**config.mk**
```make
export PLATFORM = sky130hd
export DESIGN_NAME = uhc_command
export DESIGN_NICKNAME = d
export VERILOG_FILES = /design/src/core/uhc_pkg.sv /design/src/core/uhc_rate_if.sv /design/src/core/uhc_command.sv /design/src/core/uhc_rate_pacer.sv
export SDC_FILE = /design/constraint.sdc
export NUM_CORES = 1
export LEC_CHECK = 0
export ABC_AREA = 1
export BUFFER_PORTS_ARGS = -buffer_cell sky130_fd_sc_hd__buf_2
export CORE_ASPECT_RATIO = 0.5
export CORE_MARGIN = 2
export CORE_UTILIZATION = 50
export CTS_CLUSTER_SIZE = 24
export DETAILED_ROUTE_END_ITERATION = 10
export GPL_TIMING_DRIVEN = 1
export PLACE_DENSITY = 0.81
export SKIP_LAST_GASP = 1
export SLEW_MARGIN = 20
export SYNTH_ARGS = -nofsm -noshare
export SYNTH_HDL_FRONTEND = slang
export SYNTH_SLANG_ARGS = --single-unit
```
**constraint.sdc**
```tcl
create_clock -name clk_sys -period 1.85 [get_ports clk_sys]
set_input_delay 0.2775 -clock clk_sys [delete_from_list [all_inputs] [get_ports clk_sys]]
set_output_delay 0.2775 -clock clk_sys [all_outputs]
set_load 0.05 [all_outputs]
```
**src/core/uhc_pkg.sv**
```systemverilog
package uhc_pkg;
   // ********************************
   // Register map
   // ********************************
   localparam logic [7:0] UHC_OFS_COMMAND = 8'h20;
   localparam logic [7:0] UHC_OFS_STATUS = 8'h24;
   localparam logic [31:0] UHC_CMD_RESET = 32'h0008_0000;
   localparam logic [31:0] UHC_STS_RESET = 32'h0000_1000;
   // ********************************
   // Command fields
   // ********************************
   localparam int UHC_CMD_RUN = 0;
   localparam int UHC_CMD_FULLRST = 1;
   localparam int UHC_CMD_PERIODIC = 4;
   localparam int UHC_CMD_ASYNC = 5;
   localparam int UHC_CMD_DOORBELL = 6;
   localparam int UHC_CMD_LIGHTRST = 7;
   localparam int UHC_CMD_PARKCNT_LO = 8;
   localparam int UHC_CMD_PARKCNT_HI = 9;
   localparam int UHC_CMD_PARKEN = 11;
   localparam int UHC_CMD_RATE_LO = 16;
   localparam int UHC_CMD_RATE_HI = 23;
   localparam logic [1:0] UHC_PARKCNT_DEF = 2'h3;
   localparam logic [7:0] UHC_RATE_DEF = 8'h08;
   // ********************************
   // Status fields
   // ********************************
   localparam int UHC_STS_ADVANCE = 5;
   localparam int UHC_STS_HALTED = 12;
   // Countdown loaded for a full or light reset; the sequence lasts one cycle more than this
   localparam logic [3:0] UHC_RESET_CYCLES = 4'h8;
   localparam logic [7:0] UHC_MAX_RATE = 8'hff;
   typedef enum {UHC_IDLE, UHC_FULL, UHC_LIGHT} uhc_rst_t;
endpackage

```
**src/core/uhc_rate_if.sv**
```systemverilog
`timescale 1ns/10ps
interface uhc_rate_if;
   logic [7:0] limit;
   logic event_in;
   logic clear;
   logic irq;
   modport ctrl (output limit, output event_in, output clear, input irq);
   modport pacer (input limit, input event_in, input clear, output irq);
endinterface

```
**src/core/uhc_command.sv**
```systemverilog
`timescale 1ns/10ps
module uhc_command
(
   input wire logic clk_sys,
   input wire logic resetn,
   input wire logic clkEn,
   input wire logic parkCapability,
   input wire logic regWrite,
   input wire logic regRead,
   input wire logic [7:0] regAddr,
   input wire logic [31:0] regWdata,
   output logic [31:0] regRdata,
   input wire logic asyncAdvance,
   input wire logic scheduleIdle,
   output logic runSchedules,
   output logic asyncEnabled,
   output logic periodicEnabled,
   output logic [1:0] parkModeCount,
   output logic parkModeEnable,
   output logic lightResetPulse,
   output logic fullResetPulse,
   output logic interruptReq
);
   import uhc_pkg::*;
   // ********************************
   // State
   // ********************************
   typedef struct packed
   {
      logic [7:0] rateLimit;
      logic parkEn;
      logic [1:0] parkCnt;
      logic lightRst;
      logic doorbell;
      logic asyncEn;
      logic periodicEn;
      logic fullRst;
      logic runStop;
      logic halted;
      logic advanceSts;
      uhc_rst_t rstState;
      logic [3:0] rstCnt;
      logic strapDone;
      logic [31:0] rdata;
      logic lightPulse;
      logic fullPulse;
      logic asyncOn;
      logic periodicOn;
   } uhc_cmd_t;
   uhc_cmd_t st_r;
   uhc_cmd_t st_nxt;
   uhc_rate_if rate ();
   logic [31:0] cmdView;
   logic [31:0] stsView;
   logic cmdWr;
   logic stsWr;
   // ********************************
   // Register views
   // ********************************
   always_comb
   begin
      cmdView = '0;
      cmdView[UHC_CMD_RATE_HI:UHC_CMD_RATE_LO] = st_r.rateLimit;
      cmdView[UHC_CMD_PARKEN] = st_r.parkEn;
      cmdView[UHC_CMD_PARKCNT_HI:UHC_CMD_PARKCNT_LO] = st_r.parkCnt;
      cmdView[UHC_CMD_LIGHTRST] = st_r.lightRst;
      cmdView[UHC_CMD_DOORBELL] = st_r.doorbell;
      cmdView[UHC_CMD_ASYNC] = st_r.asyncEn;
      cmdView[UHC_CMD_PERIODIC] = st_r.periodicEn;
      cmdView[UHC_CMD_FULLRST] = st_r.fullRst;
      cmdView[UHC_CMD_RUN] = st_r.runStop;
      stsView = '0;
      stsView[UHC_STS_HALTED] = st_r.halted;
      stsView[UHC_STS_ADVANCE] = st_r.advanceSts;
   end
   assign cmdWr = regWrite && regAddr == UHC_OFS_COMMAND;
   assign stsWr = regWrite && regAddr == UHC_OFS_STATUS;
   // ********************************
   // Next state
   // ********************************
   always_comb
   begin
      st_nxt = st_r;
      st_nxt.lightPulse = 1'b0;
      st_nxt.fullPulse = 1'b0;
      // Park defaults follow the strap once, just after reset release
      if (!st_r.strapDone)
      begin
         st_nxt.strapDone = 1'b1;
         st_nxt.parkEn = parkCapability;
         st_nxt.parkCnt = parkCapability ? UHC_PARKCNT_DEF : 2'h0;
      end
      if (regRead)
      begin
         if (regAddr == UHC_OFS_COMMAND)
         begin
            st_nxt.rdata = cmdView;
         end
         else if (regAddr == UHC_OFS_STATUS)
         begin
            st_nxt.rdata = stsView;
         end
         else
         begin
            st_nxt.rdata = '0;
         end
      end
      if (cmdWr && st_r.rstState == UHC_IDLE)
      begin
         st_nxt.rateLimit = regWdata[UHC_CMD_RATE_HI:UHC_CMD_RATE_LO];
         if (parkCapability && st_r.strapDone)
         begin
            st_nxt.parkEn = regWdata[UHC_CMD_PARKEN];
            st_nxt.parkCnt =
               regWdata[UHC_CMD_PARKCNT_HI:UHC_CMD_PARKCNT_LO];
         end
         st_nxt.asyncEn = regWdata[UHC_CMD_ASYNC];
         st_nxt.periodicEn = regWdata[UHC_CMD_PERIODIC];
         st_nxt.runStop = regWdata[UHC_CMD_RUN];
         if (regWdata[UHC_CMD_DOORBELL])
         begin
            st_nxt.doorbell = 1'b1;
         end
         if (regWdata[UHC_CMD_FULLRST])
         begin
            st_nxt.fullRst = 1'b1;
            st_nxt.rstState = UHC_FULL;
            st_nxt.rstCnt = UHC_RESET_CYCLES;
            st_nxt.fullPulse = 1'b1;
         end
         else if (regWdata[UHC_CMD_LIGHTRST])
         begin
            st_nxt.lightRst = 1'b1;
            st_nxt.rstState = UHC_LIGHT;
            st_nxt.rstCnt = UHC_RESET_CYCLES;
            st_nxt.lightPulse = 1'b1;
         end
      end
      if (stsWr && regWdata[UHC_STS_ADVANCE])
      begin
         st_nxt.advanceSts = 1'b0;
      end
      // Set wins over a clear in the same cycle
      if (asyncAdvance && st_r.doorbell && st_r.asyncEn && st_r.runStop)
      begin
         st_nxt.doorbell = 1'b0;
         st_nxt.advanceSts = 1'b1;
      end
      // Halted clears as soon as run-stop is set, but sets only once the engine has gone idle or a soft reset completes
      if (st_nxt.runStop)
      begin
         st_nxt.halted = 1'b0;
      end
      else if (scheduleIdle)
      begin
         st_nxt.halted = 1'b1;
      end
      case (st_r.rstState)
         UHC_IDLE:
         begin
         end
         UHC_FULL, UHC_LIGHT:
         begin
            if (st_r.rstCnt != 4'h0)
            begin
               st_nxt.rstCnt = st_r.rstCnt - 4'h1;
            end
            else
            begin
               // Reset complete: operational state returns to defaults
               st_nxt.rateLimit = UHC_RATE_DEF;
               st_nxt.parkEn = parkCapability;
               st_nxt.parkCnt = parkCapability ? UHC_PARKCNT_DEF : 2'h0;
               st_nxt.lightRst = 1'b0;
               st_nxt.doorbell = 1'b0;
               st_nxt.asyncEn = 1'b0;
               st_nxt.periodicEn = 1'b0;
               st_nxt.runStop = 1'b0;
               st_nxt.halted = 1'b1;
               st_nxt.advanceSts = 1'b0;
               st_nxt.fullRst = 1'b0;
               st_nxt.rstState = UHC_IDLE;
            end
         end
         default:
         begin
            st_nxt.rstState = UHC_IDLE;
         end
      endcase
      // Registered so the schedule gates leave the block from a flop
      st_nxt.asyncOn = st_nxt.asyncEn && st_nxt.runStop;
      st_nxt.periodicOn = st_nxt.periodicEn && st_nxt.runStop;
   end
   // ********************************
   // Registers
   // ********************************
   always_ff @(posedge clk_sys or negedge resetn)
   begin
      if (!resetn)
      begin
         st_r <= '0;
         st_r.rateLimit <=
            UHC_CMD_RESET[UHC_CMD_RATE_HI:UHC_CMD_RATE_LO];
         st_r.halted <= UHC_STS_RESET[UHC_STS_HALTED];
         st_r.rstState <= UHC_IDLE;
      end
      else if (clkEn)
      begin
         st_r <= st_nxt;
      end
   end
   // ********************************
   // Interrupt pacing
   // ********************************
   assign rate.limit = st_r.rateLimit;
   assign rate.event_in = st_nxt.advanceSts && !st_r.advanceSts;
   assign rate.clear = st_r.rstState != UHC_IDLE;
   uhc_rate_pacer pacer
   (
      .clk_sys(clk_sys),
      .resetn(resetn),
      .clkEn(clkEn),
      .rate(rate.pacer)
   );
   // ********************************
   // Outputs
   // ********************************
   assign regRdata = st_r.rdata;
   assign runSchedules = st_r.runStop;
   assign asyncEnabled = st_r.asyncOn;
   assign periodicEnabled = st_r.periodicOn;
   assign parkModeCount = st_r.parkCnt;
   assign parkModeEnable = st_r.parkEn;
   assign lightResetPulse = st_r.lightPulse;
   assign fullResetPulse = st_r.fullPulse;
   assign interruptReq = rate.irq;
endmodule

```
**src/core/uhc_rate_pacer.sv**
```systemverilog
`timescale 1ns/10ps
module uhc_rate_pacer
(
   input wire logic clk_sys,
   input wire logic resetn,
   input wire logic clkEn,
   uhc_rate_if.pacer rate
);
   import uhc_pkg::*;
   // ********************************
   // State
   // ********************************
   typedef struct packed
   {
      logic [7:0] gap;
      logic pend;
      logic irq;
   } uhc_pace_t;
   uhc_pace_t st_r;
   uhc_pace_t st_nxt;
   always_comb
   begin
      st_nxt = st_r;
      st_nxt.irq = 1'b0;
      if (st_r.gap != 8'h00)
      begin
         st_nxt.gap = st_r.gap - 8'h01;
      end
      if (rate.event_in)
      begin
         st_nxt.pend = 1'b1;
      end
      // Events arriving while the gap is still counting down are merged into one interrupt
      if ((st_r.pend || rate.event_in) && st_r.gap == 8'h00)
      begin
         st_nxt.irq = 1'b1;
         st_nxt.pend = 1'b0;
         st_nxt.gap = rate.limit;
      end
      if (rate.clear)
      begin
         st_nxt = '0;
      end
   end
   always_ff @(posedge clk_sys or negedge resetn)
   begin
      if (!resetn)
      begin
         st_r <= '0;
      end
      else if (clkEn)
      begin
         st_r <= st_nxt;
      end
   end
   assign rate.irq = st_r.irq;
endmodule

```
* Yosys cells after proc, flatten, opt, wreduce, memory -nomap -nowiden
Cells that the tools add are included.
W data, S select, Z words.
** Storage, ports and cells
- Bits in registers :: 102
- Output and inout bits :: 41
** Cells by class
- $add $sub $neg :: 2
- Eq/ne operators :: 4
- Multiplexer cells :: 31
- Reductions and logical operators :: 26
** Operators with widths (number)
- $mux W36 :: 3
- $logic_not A32 Y1 :: 2
- $pmux W32 S2 :: 1
- $mux W51 :: 1
- $eq A32 B1 Y1 const B :: 1
- $eq A32 B2 Y1 const B :: 1
- $reduce_bool A32 Y1 :: 1
- $mux W24 :: 1
- $mux W10 :: 2
- $mux W19 :: 1
- $mux W17 :: 1
- $eq A8 B6 Y1 const B :: 2
- $mux W1 :: 13
- $mux W13 :: 1
- $logic_and A1 B1 Y1 :: 12
- $logic_not A8 Y1 :: 1
- $mux W4 :: 2
- $mux W8 :: 1
- $reduce_bool A8 Y1 :: 1
- $sub A8 B1 Y8 const B :: 1
- $mux W3 :: 2
- $reduce_and A2 Y1 :: 3
- $reduce_bool A3 Y1 :: 2
- $mux W2 :: 2
- other kinds (5) :: 5

* Longest topological paths before layout
- Depth in word-level cells :: 12
- Gate-level depth with buffers :: 13

* Modules after synthesis
From an unflattened synthesis, not the netlist that was laid out.
** Unflattened totals
- Cells, all modules :: 590
- Area, all modules :: 4580.6 um^2
** By module, submodules not included
- uhc_command :: instances 1, cells an instance 474, area each 3827.4 um^2, sequential area each 1954.4 um^2
- uhc_rate_pacer :: instances 1, cells an instance 116, area each 753.2 um^2, sequential area each 250.2 um^2

* Worst setup path after synthesis
No wires, ideal clock.
- Path type :: reg2reg
- Start point :: register pacer.st_r[2] in the netlist's numbering
- End point :: register pacer.st_r[4] in the netlist's numbering
- Arrival :: 1584 ps
- Required time :: 1733 ps
- Setup slack :: 148 ps
- Cell stages (with the launch flop) :: 13
- Buffers on the path :: 0
- Cell sequence :: dfrtp_1 > inv_1 > ha_1 > nand3_1 > nor2_1 > inv_1 > or2_1 > nor2_2 > nand3_2 > nand2_4 > inv_2 > nand3_1 > nand2_1
** On the way
- Cells in the longest elaborated chain, start to end :: 4
- Elaborated cells on any way between the ends :: 9
- Classes of those cells :: add/sub (1); mux (3); reduce/logical (5)
** Ends and longest elaborated chain
- start: declaration :: line uhc_rate_pacer.sv:19 : uhc_pace_t st_r;
- start signal: assignment :: line uhc_rate_pacer.sv:53 : st_r <= st_nxt;
- $sub A8 B1 Y8 / $logic_not A8 Y1 (equally long branches) :: line uhc_rate_pacer.sv:27, uhc_rate_pacer.sv:34
- $mux W8 / $logic_and A1 B1 Y1 (equally long branches) :: line uhc_rate_pacer.sv:25, uhc_rate_pacer.sv:34
- $mux W10 / $reduce_bool A3 Y1 (equally long branches)
- $mux W10 / $reduce_and A2 Y1 (equally long branches)
Several ways; a longest one is shown, not always the timed one. The select of a mux whose other input is x is not followed.
A chain may end at the register's enable or synchronous reset.

* Worst setup path in the final report
- Start point :: register st_r[70] in the netlist's numbering
- End point :: register pacer.st_r[2] in the netlist's numbering
** On the way
- Cells in the longest elaborated chain, start to end :: 8
- Elaborated cells on any way between the ends :: 12
- Classes of those cells :: eq/ne (2); mux (3); reduce/logical (7)
** Ends and longest elaborated chain
- start: declaration :: line uhc_command.sv:50 : uhc_cmd_t st_r;
- start signal: assignment :: line uhc_command.sv:209 : st_r <= st_nxt;
- $eq A32 B1 Y1 / $eq A32 B2 Y1 (equally long branches) :: line uhc_command.sv:158 : case (st_r.rstState)
- $reduce_or A2 Y1 :: line uhc_command.sv:158
- $mux W19 :: line uhc_command.sv:158
- $logic_and A1 B1 Y1 :: line uhc_command.sv:216 : assign rate.event_in = st_nxt.advanceSts && !st_r.advanceSts;
- $logic_or A1 B1 Y1 :: line uhc_rate_pacer.sv:34 : if ((st_r.pend || rate.event_in) && st_r.gap == 8'h00)
- $logic_and A1 B1 Y1 :: line uhc_rate_pacer.sv:34
- $reduce_bool A3 Y1 (no line) / $mux W10 (equally long branches)
- $reduce_and A2 Y1 (no line) / $mux W10 (equally long branches)
Several ways; a longest one is shown, not always the timed one.

==> flow_metrics.py <==
metrics = {
    "outcome": {
        "run_status": "complete, but fails checks",
        "violations": "negative setup slack",
    },
    "timing": {
        "rsz0062_at_grt": "true",
        "skew_ns": 0.006230,
        "timing.hold.ws_ns": 0.2016,
        "hold_viol_final": 0,
        "period_needed_ns": 1.885,
        "slew_violations": 0,
        "worst_slack_ns": -0.03454,
        "setup_viol": 3,
        "setup-tns-final_ns": -0.05499,
        "clock.fmax_mhz": 530.6,
        "final.period_utilization_pct": 101.9,
    },
    "synthesis": {
        "synth_common_cells": "nand2_1 (103), dfrtp_1 (86), inv_1 (76)",
        "netlist_area_um2": 4358,
        "synthDistinctLibCells": 43,
        "async_flop_share_pct": 100.0,
        "synth-edff-count": 0,
        "synth_ff_type": "dfrtp_1",
        "synth_top_area_cell": "dfrtp_1",
        "ys_ff_latch": 88,
        "synthTopCellsByArea": "dfrtp_1 (49%), nand2_1 (8.9%), inv_1 (6.5%), buf_4 (5.9%), nor2_1 (5.5%)",
        "ys_seq_area_share_pct": 50.59,
        "ys_warn_count": 0,
        "yosysMostFrequentCell": "nand2_1",
        "netlist_instances": 518,
        "postSynthAreaPerCell_um2": 8.413,
        "yosysTopAreaCellShare_pct": 49.38,
    },
    "worst_hold_path": {
        "holdCritStartpoint": "regWdata[19]",
        "worstHoldPathType": "in2reg",
    },
    "pwr": {
        "p_leak_uw": 0.002619,
        "total_power_uw": 5571,
        "ir_worst_vdd_mv": 0.6005,
        "p_per_area_nw_per_um2": 1089,
    },
    "floorplanning": {
        "core_um2": 8588,
        "num_rows": 24,
        "initial_core_util_pct": 50.74,
        "die_h_um": 70.02,
        "ioPinCount": 89,
        "die_w_um": 136.0,
        "die-area_um2": 9524,
    },
    "drt": {
        "post-route-drc-count": 0,
        "drtPass1Iterations": 5,
        "drt-total-wl_um": 9482,
        "num_vias": 3473,
        "ant_nets": 0,
        "viasPerCell": 4.990,
        "wl_per_cell_um": 13.62,
        "first_iter_violations": 316,
    },
    "layout": {
        "layout.cells.non_filler": 696,
        "area_growth_pct": 17.37,
        "num_antenna_cells": 0,
        "drive_gt1_share_pct": 22.80,
        "nNetsFinal": 624,
    },
    "worst_setup_path": {
        "crit_arrival_ns": 2.11,
        "reg2reg_from": "st_r[70]",
        "setup.worst_path.start": "st_r[70]",
        "worstSetupPathType": "reg2reg",
        "crit_path_max_fanout": 6,
        "r2r_slack_ns": -0.03,
        "worstPathRequired_ns": 2.08,
        "critPathCaptureType": "flip-flop",
        "crit_path_start_kind": "flip-flop",
    },
    "placed_design": {
        "dp_hpwl_um": 6575,
        "post-place-ws_ns": -0.04725,
        "place.gp.congestion": 0.8445,
        "io_buffers": 59,
        "placed_cells": 672,
    },
    "clocking": {
        "clk_path_buf_depth": 2,
        "cts_inserted_buffers": 9,
        "cts_tree": "yes",
        "root_buffer": "clkbuf_16",
        "cts_max_level": 3,
        "cts.clk_slew.worst_paths_ns": 0.06,
        "clock_latency_ns": 0.34,
        "cts.sinks": 88,
    },
    "global_routing": {
        "grt_use_total_pct": 20.90,
        "antenna_found_initial": 0,
        "grt_pass1_wl_um": 15310,
        "grt_pass1_vias": 3299,
        "grt_max_degree": 45,
        "grt-ovfl-total": 0,
    },
    "flow_run": {
        "max_cap_violations": 0,
    },
}
==> cell type report <==
type,instances,area [um2]
clock buffers,13,260.3
inverters,80,314.1
repair inverters,1,5.005
multi-input cells,316,1660
repair buffers,78,484.2
fillers,721,3473
clock inverters,3,40.04
well taps,117,146.4
flip-flops and latches,88,2205
==> routing by layer <==
metal	up-vias	track usage (%)	routed length, um
met5	-	0	0
met4	0	7.292	178
met3	19	5.882	486
met2	102	33.39	4613
met1	1646	27.49	4202
li1	1706	-	-
==> worst paths after layout <==
path                                    end  cells after the start
min                           rate.limit[3]                      3
min in group asynchronous  parkModeCount[1]                      2
max                           pacer.st_r[2]                     13
min reg2reg                        st_r[47]                      2
max in group asynchronous          st_r[68]                      3
max reg2reg                   pacer.st_r[2]                     13
==> metrics by stage <==
stage	area, um2	utilization, %
6_report	5115	59.56
5_1_grt	5115	59.56
4_1_cts	5019	58.44
3_5_place_dp	4666	54.33
3_3_place_gp	4666	54.33
2_1_floorplan	4407	-
==> flip-flops by register name, summed over array words and instances (netlist names) <==
register and cells:
cmdView 5, st_r 39, pacer.st_r 9, regRdata 18, pacer.rate.irq 1, fullResetPulse 1
periodicEnabled 1, parkModeCount 2, runSchedules 1, rate.limit 8, parkModeEnable 1, asyncEnabled 1
lightResetPulse 1
==> cell families after synthesis <==
group,Yosys count,synth area share (%)
mux,1,0.2584
fa+ha+maj,2,0.5741
buf+inv,129,14.44
xor+xnor,6,1.206
simple gates,213,21.65
other cells,1,0.08605
flops,88,50.59
compound gates,78,11.20
==> where the power goes <==
group          switching [uW]  internal, uW  total, uW  leakage (uW)
Sequential                154          2120       2280       0.00117
Combinational             971           506       1480       0.00130
Clock                     701          1120       1820      0.000150
==> critical path: stages, from the launching register on <==
cell	delay (ns)
dfrtp_1	0.38
nor2_1	0.12
nand2_1	0.07
nor2_1	0.10
nand2_1	0.11
nor2_4	0.16
buf_6	0.12
nand3_4	0.10
nand3_4	0.15
nand2_8	0.09
nand2_4	0.12
nand2_1	0.08
nand4_1	0.10
nand2_1	0.06
==> cell usage in the layout (no fill, tap or decap), drive strengths merged, types with 3 or more instances in the layout <==
cell type / n
conb: 14
nor2: 67
o31ai: 18
dfrtp: 86
nand2: 111
or2: 4
inv: 79
xnor2: 3
a22oi: 4
o211ai: 4
nand4: 5
a21oi: 10
o22ai: 8
xor2: 3
nand3: 25
nor3: 3
o21ai: 32
clkbuf: 13
buf: 77
==> timing repair <==
item | 4_1_cts | 5_1_grt
hold buffers | 1 | 0
hold endpoints to repair | 29 | 0
pin swaps | 0 | 9
setup endpoints to repair | 14 | 33
gates cloned | 0 | 3
resized for setup | 4 | 21
buffers inserted | 3 | 1
(Power assumes the default switching activity.)
